===== src/sacc_pkg.sv =====
// Package with register map, field positions and timing counts of the converter control.
package sacc_pkg;

    // ****************************************
    // Register map
    // ****************************************
    localparam logic [7:0] SACC_OFF_CTRL = 8'h00;
    localparam logic [7:0] SACC_OFF_RESULT_HIGH = 8'h04;
    localparam logic [7:0] SACC_OFF_MODE = 8'h08;
    localparam logic [7:0] SACC_OFF_IRQ_STATUS = 8'h0C;
    localparam logic [7:0] SACC_OFF_IRQ_CLEAR = 8'h10;
    localparam logic [7:0] SACC_OFF_IRQ_ENABLE = 8'h14;

    // ****************************************
    // Control, mode and interrupt register fields
    // ****************************************
    localparam int SACC_BIT_RES1 = 7;
    localparam int SACC_BIT_RES0 = 6;
    localparam int SACC_BIT_EXT_EN = 5;
    localparam int SACC_BIT_DONE = 4;
    localparam int SACC_BIT_START = 3;
    localparam int SACC_CHAN_MSB = 2;
    localparam int SACC_BIT_IDLE = 0;
    localparam int SACC_BIT_PDOWN = 1;
    localparam int SACC_IRQ_DONE = 0;
    localparam int SACC_IRQ_ABORT = 1;

    // ****************************************
    // Reset values
    // ****************************************
    localparam logic [7:0] SACC_CTRL_RESET = 8'h00;
    localparam logic [9:0] SACC_SAR_RESET = 10'h000;
    localparam logic [1:0] SACC_IRQ_RESET = 2'h0;

    // ****************************************
    // Timing
    // ****************************************
    localparam int SACC_CLK_HZ = 40_000_000;
    localparam int SACC_MC_NS = 1000;
    localparam logic [5:0] SACC_MC_CYCLES = 6'((SACC_MC_NS * (SACC_CLK_HZ / 1_000_000)) / 1000);
    localparam logic [5:0] SACC_TOTAL_MC = 6'h32;
    localparam logic [5:0] SACC_INIT_MC = 6'h02;
    localparam logic [5:0] SACC_SAMPLE_MC = 6'h08;
    localparam logic [5:0] SACC_BIT_MC = 6'h04;
    localparam logic [3:0] SACC_BITS = 4'hA;

    typedef enum logic [3:0] {
        SACC_IDLE = 4'h1,
        SACC_INIT = 4'h2,
        SACC_SAMPLE = 4'h4,
        SACC_TRIAL = 4'h8
    } sacc_state_t;

endpackage


===== src/sacc_step_if.sv =====
// Interface carrying the machine-cycle tick between the divider and the sequencer.
`timescale 1ns/1ps
`default_nettype none
interface sacc_step_if;
    logic tick;
    modport src (output tick);
    modport dst (input tick);
endinterface
`default_nettype wire


===== src/sacc_mc_div.sv =====
// Machine-cycle divider producing a one-cycle enable pulse at the end of each machine cycle.
`timescale 1ns/1ps
`default_nettype none
module sacc_mc_div
    import sacc_pkg::*;
(
    input wire logic clk_i,
    input wire logic rst_i,
    sacc_step_if.src step
);
    logic [5:0] cnt_reg;
    logic [5:0] cnt_next;
    logic tick_reg;
    logic tick_next;

    always_comb begin
        cnt_next = cnt_reg + 6'h01;
        tick_next = 1'b0;
        if (cnt_reg == SACC_MC_CYCLES - 6'h01) begin
            cnt_next = 6'h00;
            tick_next = 1'b1;
        end
    end

    always_ff @(posedge clk_i) begin
        if (rst_i) begin
            cnt_reg <= 6'h00;
            tick_reg <= 1'b0;
        end else begin
            cnt_reg <= cnt_next;
            tick_reg <= tick_next;
        end
    end

    assign step.tick = tick_reg;
endmodule
`default_nettype wire


===== src/sacc_top.sv =====
// Conversion control of an eight-channel 10-bit successive-approximation converter.
`timescale 1ns/1ps
`default_nettype none
module sacc_top
    import sacc_pkg::*;
(
    input wire logic clk_i,
    input wire logic rst_i,
    input wire logic cyc_i,
    input wire logic stb_i,
    input wire logic we_i,
    input wire logic [7:0] adr_i,
    input wire logic [3:0] sel_i,
    input wire logic [31:0] dat_i,
    output logic [31:0] dat_o,
    output logic ack_o,
    input wire logic external_start_pin_i,
    input wire logic compare_high_i,
    output logic [2:0] analog_input_port_sel_o,
    output logic [9:0] trial_code_o,
    output logic sample_o,
    output logic irq_o
);
    // ****************************************
    // Machine-cycle divider
    // ****************************************
    sacc_step_if step ();
    sacc_mc_div u_div (
        .clk_i(clk_i),
        .rst_i(rst_i),
        .step(step)
    );

    // ****************************************
    // Pin synchronisers
    // ****************************************
    logic pin_s1_reg;
    logic pin_s2_reg;
    logic cmp_s1_reg;
    logic cmp_s2_reg;
    logic pin_low_seen_reg;
    logic pin_low_seen_next;
    logic pin_prev_reg;
    logic pin_prev_next;

    always_ff @(posedge clk_i) begin
        if (rst_i) begin
            pin_s1_reg <= 1'b0;
            pin_s2_reg <= 1'b0;
            cmp_s1_reg <= 1'b0;
            cmp_s2_reg <= 1'b0;
        end else begin
            pin_s1_reg <= external_start_pin_i;
            pin_s2_reg <= pin_s1_reg;
            cmp_s1_reg <= compare_high_i;
            cmp_s2_reg <= cmp_s1_reg;
        end
    end

    // ****************************************
    // Register state
    // ****************************************
    logic [2:0] chan_reg;
    logic [2:0] chan_next;
    logic ext_en_reg;
    logic ext_en_next;
    logic done_reg;
    logic done_next;
    logic cmd_reg;
    logic cmd_next;
    logic busy_reg;
    logic busy_next;
    logic [9:0] result_reg;
    logic [9:0] result_next;
    logic [1:0] pmode_reg;
    logic [1:0] pmode_next;
    logic [1:0] irq_stat_reg;
    logic [1:0] irq_stat_next;
    logic [1:0] irq_en_reg;
    logic [1:0] irq_en_next;
    logic [31:0] dat_reg;
    logic [31:0] dat_next;
    logic ack_reg;
    logic ack_next;
    sacc_state_t state_reg;
    sacc_state_t state_next;
    logic [5:0] mc_reg;
    logic [5:0] mc_next;
    logic [9:0] sar_reg;
    logic [9:0] sar_next;
    logic [3:0] bitp_reg;
    logic [3:0] bitp_next;
    logic [1:0] sub_reg;
    logic [1:0] sub_next;
    logic sample_reg;
    logic sample_next;
    logic irq_reg;
    logic irq_next;

    function automatic logic [9:0] sacc_onehot(input logic [3:0] idx);
        sacc_onehot = 10'h001 << idx;
    endfunction

    logic bus_req;
    logic wr_ctrl;
    logic sw_start;
    logic ext_start;
    logic blocked;
    logic stop_req;
    logic done_evt;
    logic abort_evt;

    always_comb begin
        bus_req = cyc_i && stb_i && !ack_reg;
        wr_ctrl = bus_req && we_i && sel_i[0] && adr_i == SACC_OFF_CTRL;
        blocked = busy_reg || done_reg || cmd_reg;
        sw_start = wr_ctrl && dat_i[SACC_BIT_START];
        ext_start = ext_en_reg && step.tick && pin_s2_reg && !pin_prev_reg && pin_low_seen_reg;
        stop_req = pmode_reg != 2'h0;
        done_evt = 1'b0;
        abort_evt = 1'b0;

        pin_prev_next = pin_prev_reg;
        pin_low_seen_next = pin_low_seen_reg;
        if (step.tick) begin
            pin_prev_next = pin_s2_reg;
            pin_low_seen_next = !pin_s2_reg || (pin_low_seen_reg && pin_prev_reg == 1'b0
                && !pin_s2_reg);
        end

        chan_next = chan_reg;
        ext_en_next = ext_en_reg;
        done_next = done_reg;
        cmd_next = cmd_reg;
        busy_next = busy_reg;
        result_next = result_reg;
        pmode_next = pmode_reg;
        irq_en_next = irq_en_reg;
        state_next = state_reg;
        mc_next = mc_reg;
        sar_next = sar_reg;
        bitp_next = bitp_reg;
        sub_next = sub_reg;
        sample_next = sample_reg;

        if (wr_ctrl) begin
            chan_next = dat_i[SACC_CHAN_MSB:0];
            ext_en_next = dat_i[SACC_BIT_EXT_EN];
            if (!dat_i[SACC_BIT_DONE]) begin
                done_next = 1'b0;
            end
        end
        if ((sw_start || ext_start) && !blocked && !stop_req) begin
            cmd_next = 1'b1;
        end
        if (bus_req && we_i && sel_i[0] && adr_i == SACC_OFF_MODE) begin
            pmode_next = dat_i[1:0];
        end
        if (bus_req && we_i && sel_i[0] && adr_i == SACC_OFF_IRQ_ENABLE) begin
            irq_en_next = dat_i[1:0];
        end

        if (stop_req && (state_reg != SACC_IDLE || cmd_reg)) begin
            state_next = SACC_IDLE;
            busy_next = 1'b0;
            cmd_next = 1'b0;
            sample_next = 1'b0;
            abort_evt = 1'b1;
            if (pmode_reg[SACC_BIT_PDOWN]) begin
                done_next = 1'b0;
            end
        end else if (step.tick) begin
            mc_next = mc_reg + 6'h01;
            case (state_reg)
                SACC_IDLE: begin
                    mc_next = 6'h00;
                    if (cmd_reg) begin
                        state_next = SACC_INIT;
                        mc_next = 6'h01;
                    end
                end
                SACC_INIT: begin
                    busy_next = 1'b1;
                    if (mc_reg == SACC_INIT_MC) begin
                        state_next = SACC_SAMPLE;
                        sample_next = 1'b1;
                    end
                end
                SACC_SAMPLE: begin
                    if (mc_reg == SACC_INIT_MC + SACC_SAMPLE_MC) begin
                        state_next = SACC_TRIAL;
                        sample_next = 1'b0;
                        bitp_next = SACC_BITS - 4'h1;
                        sub_next = 2'h0;
                        sar_next = sacc_onehot(SACC_BITS - 4'h1);
                    end
                end
                SACC_TRIAL: begin
                    sub_next = sub_reg + 2'h1;
                    if (sub_reg == 2'(SACC_BIT_MC - 6'h01) && bitp_reg != 4'h0) begin
                        if (!cmp_s2_reg) begin
                            sar_next = sar_reg & ~sacc_onehot(bitp_reg);
                        end
                        sar_next = sar_next | sacc_onehot(bitp_reg - 4'h1);
                        bitp_next = bitp_reg - 4'h1;
                    end else if (sub_reg == 2'(SACC_BIT_MC - 6'h01) && !cmp_s2_reg) begin
                        sar_next = sar_reg & ~sacc_onehot(4'h0);
                    end
                    if (mc_reg == SACC_TOTAL_MC) begin
                        state_next = SACC_IDLE;
                        busy_next = 1'b0;
                        cmd_next = 1'b0;
                        done_next = 1'b1;
                        done_evt = 1'b1;
                        if (!done_reg) begin
                            result_next = sar_next;
                        end
                    end
                end
                default: begin
                    state_next = SACC_IDLE;
                end
            endcase
        end
    end

    // ****************************************
    // Interrupts and bus answer
    // ****************************************
    always_comb begin
        irq_stat_next = irq_stat_reg;
        if (bus_req && we_i && sel_i[0] && adr_i == SACC_OFF_IRQ_CLEAR) begin
            irq_stat_next = irq_stat_reg & ~dat_i[1:0];
        end
        if (done_evt) begin
            irq_stat_next[SACC_IRQ_DONE] = 1'b1;
        end
        if (abort_evt) begin
            irq_stat_next[SACC_IRQ_ABORT] = 1'b1;
        end
        irq_next = |(irq_stat_reg & irq_en_reg);
        ack_next = bus_req;
        dat_next = 32'h0000_0000;
        if (bus_req && !we_i) begin
            case (adr_i)
                SACC_OFF_CTRL: dat_next[7:0] = {result_reg[1:0], ext_en_reg, done_reg,
                    busy_reg, chan_reg};
                SACC_OFF_RESULT_HIGH: dat_next[7:0] = result_reg[9:2];
                SACC_OFF_MODE: dat_next[1:0] = pmode_reg;
                SACC_OFF_IRQ_STATUS: dat_next[1:0] = irq_stat_reg;
                SACC_OFF_IRQ_ENABLE: dat_next[1:0] = irq_en_reg;
                default: dat_next = 32'h0000_0000;
            endcase
        end
    end

    always_ff @(posedge clk_i) begin
        if (rst_i) begin
            chan_reg <= SACC_CTRL_RESET[2:0];
            ext_en_reg <= 1'b0;
            done_reg <= 1'b0;
            cmd_reg <= 1'b0;
            busy_reg <= 1'b0;
            result_reg <= SACC_SAR_RESET;
            pmode_reg <= 2'h0;
            irq_stat_reg <= SACC_IRQ_RESET;
            irq_en_reg <= SACC_IRQ_RESET;
            dat_reg <= 32'h0000_0000;
            ack_reg <= 1'b0;
            state_reg <= SACC_IDLE;
            mc_reg <= 6'h00;
            sar_reg <= SACC_SAR_RESET;
            bitp_reg <= 4'h0;
            sub_reg <= 2'h0;
            sample_reg <= 1'b0;
            irq_reg <= 1'b0;
            pin_prev_reg <= 1'b1;
            pin_low_seen_reg <= 1'b0;
        end else begin
            chan_reg <= chan_next;
            ext_en_reg <= ext_en_next;
            done_reg <= done_next;
            cmd_reg <= cmd_next;
            busy_reg <= busy_next;
            result_reg <= result_next;
            pmode_reg <= pmode_next;
            irq_stat_reg <= irq_stat_next;
            irq_en_reg <= irq_en_next;
            dat_reg <= dat_next;
            ack_reg <= ack_next;
            state_reg <= state_next;
            mc_reg <= mc_next;
            sar_reg <= sar_next;
            bitp_reg <= bitp_next;
            sub_reg <= sub_next;
            sample_reg <= sample_next;
            irq_reg <= irq_next;
            pin_prev_reg <= pin_prev_next;
            pin_low_seen_reg <= pin_low_seen_next;
        end
    end

    assign dat_o = dat_reg;
    assign ack_o = ack_reg;
    assign analog_input_port_sel_o = chan_reg;
    assign trial_code_o = sar_reg;
    assign sample_o = sample_reg;
    assign irq_o = irq_reg;
endmodule
`default_nettype wire


===== config.mk =====
export PLATFORM = sky130hd
export DESIGN_NAME = sacc_top
export DESIGN_NICKNAME = d
export VERILOG_FILES = /design/src/sacc_pkg.sv /design/src/sacc_step_if.sv /design/src/sacc_mc_div.sv /design/src/sacc_top.sv
export SDC_FILE = /design/constraint.sdc
export NUM_CORES = 1
export LEC_CHECK = 0
export BUFFER_PORTS_ARGS = -buffer_cell sky130_fd_sc_hd__buf_2
export CORE_AREA = 2 2 86 88
export CTS_CLUSTER_SIZE = 24
export DETAILED_ROUTE_END_ITERATION = 10
export DIE_AREA = 0 0 88 90
export PLACE_DENSITY = 0.83
export SKIP_CTS_REPAIR_TIMING = 1
export SYNTH_ARGS = -nofsm -noshare
export SYNTH_HDL_FRONTEND = slang
export SYNTH_SLANG_ARGS = --single-unit

===== constraint.sdc =====
create_clock -name clk_i -period 2.6 [get_ports clk_i]
set_clock_uncertainty 0.1 [all_clocks]
set_input_delay 0.65 -clock clk_i [delete_from_list [all_inputs] [get_ports clk_i]]
set_output_delay 0.65 -clock clk_i [all_outputs]
set_load 0.02 [all_outputs]

## Word-level counts from Yosys, hierarchy flattened

Index checks and enable logic that the tools add are counted.

| word-level totals | value |
|---|---|
| flip-flop bits (word level) | 97 |
| latch bits | 0 |
| RAM bits | 0 |
| memory bits (read-only) | 0 |
| input bits | 51 |
| word-level logic and storage cells | 164 |
| memories kept | 0 |

| operators by class | value |
|---|---|
| add/sub/neg operators | 4 |
| multipliers | 0 |
| div/mod/pow operators | 0 |
| $lt $le $gt $ge | 0 |
| equality and inequality tests | 20 |
| shift-type cells | 2 |
| mux-type cells | 48 |
| bitwise logic cells | 10 |
| reduce and logical (&&, ||, !) cells | 52 |

Operator list:

| cell | count |
|---|---|
| 10-bit two-way mux | 7 |
| 1-bit two-way mux | 24 |
| 4-bit two-way mux | 6 |
| 1-bit logical AND | 21 |
| 10-bit case mux with 2 select lines | 1 |
| 1-bit by 4-bit << shifter with 10-bit output, first input constant | 2 |
| 8-bit by 4-bit == test with 1-bit output, second input constant | 2 |
| 8-bit by 5-bit == test with 1-bit output, second input constant | 2 |
| 4-bit case mux with 4 select lines | 1 |
| 5-bit AND reduction | 3 |
| 6-bit by 1-bit adder with 6-bit output, second input constant | 2 |
| 6-bit == test, second input constant | 2 |
| 6-bit case mux with 2 select lines | 1 |
| 2-bit nonzero test | 6 |
| 10-bit bitwise AND | 1 |
| 2-bit inequality test, second input constant | 5 |
| 10-bit inverter | 1 |
| 10-bit bitwise OR | 1 |
| 2-bit case mux with 5 select lines | 1 |
| 8-bit by 3-bit == test with 1-bit output, second input constant | 1 |
| 8-bit logical NOT | 1 |
| 4-bit case mux with 2 select lines | 1 |
| 4-bit AND reduction | 2 |
| 2-bit OR reduction | 4 |
| other kinds (22) | 38 |

## Longest topological paths before layout

| depth | value |
|---|---|
| word-level depth | 13 |
| mapped depth | 8 |

## By module

Synthesis repeated with hierarchy kept, for this count alone.

| second synthesis, totals | value |
|---|---|
| cells, all modules | 415 |
| area, all modules | 3676.0 sq um |

Modules (own cells, without submodules):

| module | times used | cells an instance | area each (sq um) | sequential area each (sq um) |
|---|---|---|---|---|
| sacc_top | 1 | 389 | 3412.0 | 1321.3 |
| sacc_mc_div | 1 | 26 | 264.0 | 140.1 |

## Least setup slack after synthesis

OpenSTA, ideal clock, no wires.

| path | value |
|---|---|
| path kind | input -> register |
| start point | input adr_i[1] |
| end point | register done_reg |
| setup time | 132 ps |
| data arrival time | 2189 ps |
| required time | 2368 ps |
| setup slack | 178 ps |
| cell stages on the path | 5 |
| buffers on the path | 0 |
| path through | or4_1 -> nor4_1 -> nand2_1 -> o211ai_1 -> a21oi_1 |

| between the ends | value |
|---|---|
| word-level cells in the longest chain between the ends | 7 |
| elaborated cells on any way between the ends | 8 |
| classes of those cells | 6 x mux; 2 x reduce/logical |

Ends and longest elaborated chain:

| what | line | source |
|---|---|---|
| start, declared | sacc_top.sv:12 | `input wire logic [7:0] adr_i,` |
| 8-bit logical NOT * | sacc_top.sv:115 | `wr_ctrl = bus_req && we_i && sel_i[0] && adr_i == SACC_OFF_CTRL;` |
| 1-bit logical AND * | sacc_top.sv:115 |  |
| 1-bit two-way mux * | sacc_top.sv:146 | `if (wr_ctrl) begin` |
| 1-bit two-way mux | sacc_top.sv:209 | `if (mc_reg == SACC_TOTAL_MC) begin` |
| 1-bit two-way mux | sacc_top.sv:174 | `case (state_reg)` |
| 1-bit two-way mux | sacc_top.sv:172 | `end else if (step.tick) begin` |
| 1-bit two-way mux * | sacc_top.sv:163 | `if (stop_req && (state_reg != SACC_IDLE \|\| cmd_reg)) begin` |
| end signal, assigned | sacc_top.sv:282 | `done_reg <= done_next;` |
| end, declared | sacc_top.sv:67 | `logic done_reg;` |

Every way passes the cells marked *; elsewhere a longest branch is shown, timed or not.
A chain may end at the register's enable or synchronous reset.

## Worst setup path in the final report

| path | value |
|---|---|
| start point | register mc_reg[0] |
| end point | register sar_reg[6], in the netlist trial_code_o[6] |

| between the ends | value |
|---|---|
| word-level cells in the longest chain between the ends | 3 |

Ends and longest elaborated chain:

| what | line | source |
|---|---|---|
| start, declared | sacc_top.sv:87 | `logic [5:0] mc_reg;` |
| start signal, assigned | sacc_top.sv:292 | `mc_reg <= mc_next;` |
| 6-bit by 4-bit == test with 1-bit output | sacc_top.sv:190 | `if (mc_reg == SACC_INIT_MC + SACC_SAMPLE_MC) begin` |
| 2-bit inequality test (no line) | n/a |  |
| 4-bit AND reduction (no line) | n/a |  |
| end signal, assigned | sacc_top.sv:293 | `sar_reg <= sar_next;` |
| end, declared | sacc_top.sv:89 | `logic [9:0] sar_reg;` |

Every way passes these cells.

==> Implementation_results.wiki <==
{| class="wikitable"
! Metric !! Value
|-
| Total power || 2.13 mW
|-
| Async S/R FF share, synth || 0%
|-
| Die Y || 90 um
|-
| CTS tree || yes
|-
| Dominant register cell in the synthesized netlist || sky130_fd_sc_hd__dfxtp_1
|-
| Clock Pin Slew Worst Setup and Hold Paths || 0.08 ns
|-
| Detailed-route via count || 3008
|-
| Critical path capture point type || flip-flop
|-
| Number of violations reported at the end of detailed-routing iteration 0 || 156
|-
| Startpoint types || flip-flop
|-
| Number of buffers inserted during clock tree synthesis || 9
|-
| Total wire length after detailed routing || 7.70 mm
|-
| Post-Route Setup TNS || 0 ns
|-
| Data required, critical path || 2.78 ns
|-
| Number of diodes || 0
|-
| Sequential share of the synthesized area || 41.1%
|-
| Relative area change from synthesis to final layout || 14.5%
|-
| Slew Viols, Final || 0
|-
| Synth warnings || 0
|-
| Tightest Hold Check Type || reg2reg
|-
| Core Region || 7020 um^2
|-
| Starting density of the core || 50.7%
|-
| Worst endpoint data arrival time || 2.60 ns
|-
| First-pass GRT wire length || 12.7 mm
|-
| Number of primary I/O pins || 99
|-
| Maximum number of pins on one net before global-route repair || 21
|-
| Minimum hold slack || 0.345 ns
|-
| Via count of the first global-routing pass || 2812
|-
| EDFF count, synth || 0
|-
| Post-synthesis cell type with the largest combined area || sky130_fd_sc_hd__dfxtp_1
|-
| Fmax || 414 MHz
|-
| Largest fanout on the critical path || 9
|-
| Final Critical Period || 2.42 ns
|-
| Setup violators final || 0
|-
| Initial antenna violation count || 0
|-
| Final Hold Viols || 0
|-
| Clock root cell || sky130_fd_sc_hd__clkbuf_8
|-
| Last weighted congestion value of the routability-driven placer || 0.921
|-
| Area of the die || 7920 um^2
|-
| WL per Instance || 14.0 um
|-
| Total global routing track utilization || 20.1%
|-
| Summed instance area of the synthesized netlist || 3560 um^2
|-
| Number of rows in the core area || 31
|-
| Pwr/cell area || 523 nW/um^2
|-
| Antenna viol nets, final || 0
|-
| Worst-case vdd ir drop || 0.255 mV
|-
| Die X-Extent || 88 um
|-
| I/O Buffers || 45
|-
| Detailed-placement wirelength estimate || 5.53 mm
|-
| H-tree depth reported by CTS || 3
|-
| Kind of critical path || reg2reg
|-
| Unrepaired setup endpoints after global routing || no
|-
| Beginning of the worst hold path || cmp_s1_reg
|-
| Run status || finished, final reports clean
|-
| Post-synthesis cell type count || 63
|-
| Final core utilization || 58.0%
|-
| Share of layout cells above drive strength 1 || 20.6%
|-
| Average footprint of a synthesized cell || 9.10 um^2
|-
| Highest-count cells in the layout ignoring fill and taps || 72 x sky130_fd_sc_hd__dfxtp_1, 54 x sky130_fd_sc_hd__nor2_1, 45 x sky130_fd_sc_hd__buf_2
|-
| Leakage || 1.65 nW
|-
| Remaining Overflow, GRT || 0
|-
| Iteration count of the initial detailed-routing pass || 4
|-
| Buffer depth of the longest clock path || 2
|-
| Synthesized instance count || 391
|-
| Transition time of the tightest slew-check pin || 0.795 ns
|-
| Maximum Capacitance Violations || 0
|-
| Net count, final || 507
|-
| Post-Layout Inst Area || 4070 um^2
|-
| Reg2reg start || mc_reg[0]
|-
| Post-DR vias/cell || 5.47
|-
| Headroom to the max-slew limit || 47.0%
|-
| Leading cell type in the layout, fill and taps excluded || sky130_fd_sc_hd__dfxtp_1
|-
| Skew-Pair Late Insertion Delay || 0.35 ns
|-
| Remaining design rule violation count || 0
|-
| Startpoint of the worst setup timing path || mc_reg[0]
|-
| Clock sink count || 73
|-
| Share of the synthesized area in the top cell type || 41.1%
|-
| Top post-synthesis cells by area || sky130_fd_sc_hd__dfxtp_1 41%, sky130_fd_sc_hd__nor2_1 5.7%, sky130_fd_sc_hd__buf_4 5.1%
|-
| Placed cell area || 3870 um^2
|-
| Flops & latches, synth || 73
|-
| Post-route clock period utilization || 92.9%
|}
-- synthesized netlist by cell type, types with 2 or more instances --
cell / count
sky130_fd_sc_hd__a22oi_1: 8
sky130_fd_sc_hd__a21o_1: 3
sky130_fd_sc_hd__mux4_2: 2
sky130_fd_sc_hd__a211oi_2: 2
sky130_fd_sc_hd__xor2_1: 6
sky130_fd_sc_hd__o211ai_1: 4
sky130_fd_sc_hd__nand4_1: 6
sky130_fd_sc_hd__nor4b_1: 5
sky130_fd_sc_hd__nand3b_1: 4
sky130_fd_sc_hd__nor4_1: 2
sky130_fd_sc_hd__nor2b_1: 9
sky130_fd_sc_hd__a21oi_1: 18
sky130_fd_sc_hd__and3_1: 5
sky130_fd_sc_hd__nand3_1: 14
sky130_fd_sc_hd__ha_1: 10
sky130_fd_sc_hd__mux2i_1: 17
sky130_fd_sc_hd__xnor2_1: 3
sky130_fd_sc_hd__buf_4: 24
sky130_fd_sc_hd__or2_2: 4
sky130_fd_sc_hd__a22o_1: 5
sky130_fd_sc_hd__nand2_1: 19
sky130_fd_sc_hd__inv_1: 10
sky130_fd_sc_hd__and2_1: 4
sky130_fd_sc_hd__or4_1: 2
sky130_fd_sc_hd__clkbuf_1: 11
sky130_fd_sc_hd__dfxtp_1: 73
sky130_fd_sc_hd__o21ai_0: 10
sky130_fd_sc_hd__nor3_1: 7
sky130_fd_sc_hd__or2b_1: 2
sky130_fd_sc_hd__nand2b_1: 2
sky130_fd_sc_hd__o2bb2ai_1: 6
sky130_fd_sc_hd__a211oi_1: 8
sky130_fd_sc_hd__a31oi_1: 3
sky130_fd_sc_hd__nor2_1: 54
-- worst paths after layout --
kind / to / slack, ns / cells after the start
setup / recovery: trial_code_o[6] / 0.18 / 8
hold / removal: cmp_s2_reg / 0.34 / 1
setup reg to reg: trial_code_o[6] / 0.18 / 8
hold reg to reg: cmp_s2_reg / 0.34 / 1
-- report_power, final --
part	switching, mW	internal, mW
Sequential	0.00479	1.12
Combinational	0.0704	0.0287
Clock	0.450	0.453
Total	0.525	1.61
-- critical path, stage by stage, from the launching register on --
cell                        delay (ns)
sky130_fd_sc_hd__dfxtp_1          0.34
sky130_fd_sc_hd__inv_1            0.05
sky130_fd_sc_hd__ha_1             0.19
sky130_fd_sc_hd__nor4b_1          0.17
sky130_fd_sc_hd__and3_1           0.22
sky130_fd_sc_hd__or2_2            0.29
sky130_fd_sc_hd__a21oi_1          0.65
sky130_fd_sc_hd__buf_4            0.24
sky130_fd_sc_hd__o2bb2ai_1        0.11
-- cells by family after synthesis --
kind of cell    after synthesis  share of synthesized area, %
simple gates                148                          21.9
compound gates               82                          16.9
flops                        73                          41.1
buf+inv                      48                          7.84
mux                          20                          6.36
fa+ha+maj                    10                          3.52
xor+xnor                      9                          2.22
other cells                   1                         0.105
-- layer usage --
layer	up-vias	global-route usage, %	part of all wire [%]
li1	1474	-	-
met4	0	9.74	2.2
met1	1402	25.1	44
met2	115	32.7	48
met3	17	3.67	5.6
met5	-	0	0
-- cell type report --
class	count	area, um^2
Fill cell	610	2950
Multi-Input combinational cell	293	1900
Timing Repair Buffer	59	343
Clock inverter	7	77.6
Sequential cell	73	1460
Tap cell	99	124
Inverter	10	37.5
Clock buffer	9	124
-- metrics by stage --
| stage | worst slack (ns) | std cells |
|---|---|---|
| 2_1_floorplan | 0.178 | 414 |
| 3_3_place_gp | 0.209 | 534 |
| 3_5_place_dp | 0.198 | 534 |
| 4_1_cts | 0.175 | 550 |
| 5_1_grt | 0.0549 | 550 |
| 6_report | 0.184 | 550 |
(Power assumes the default switching activity.)
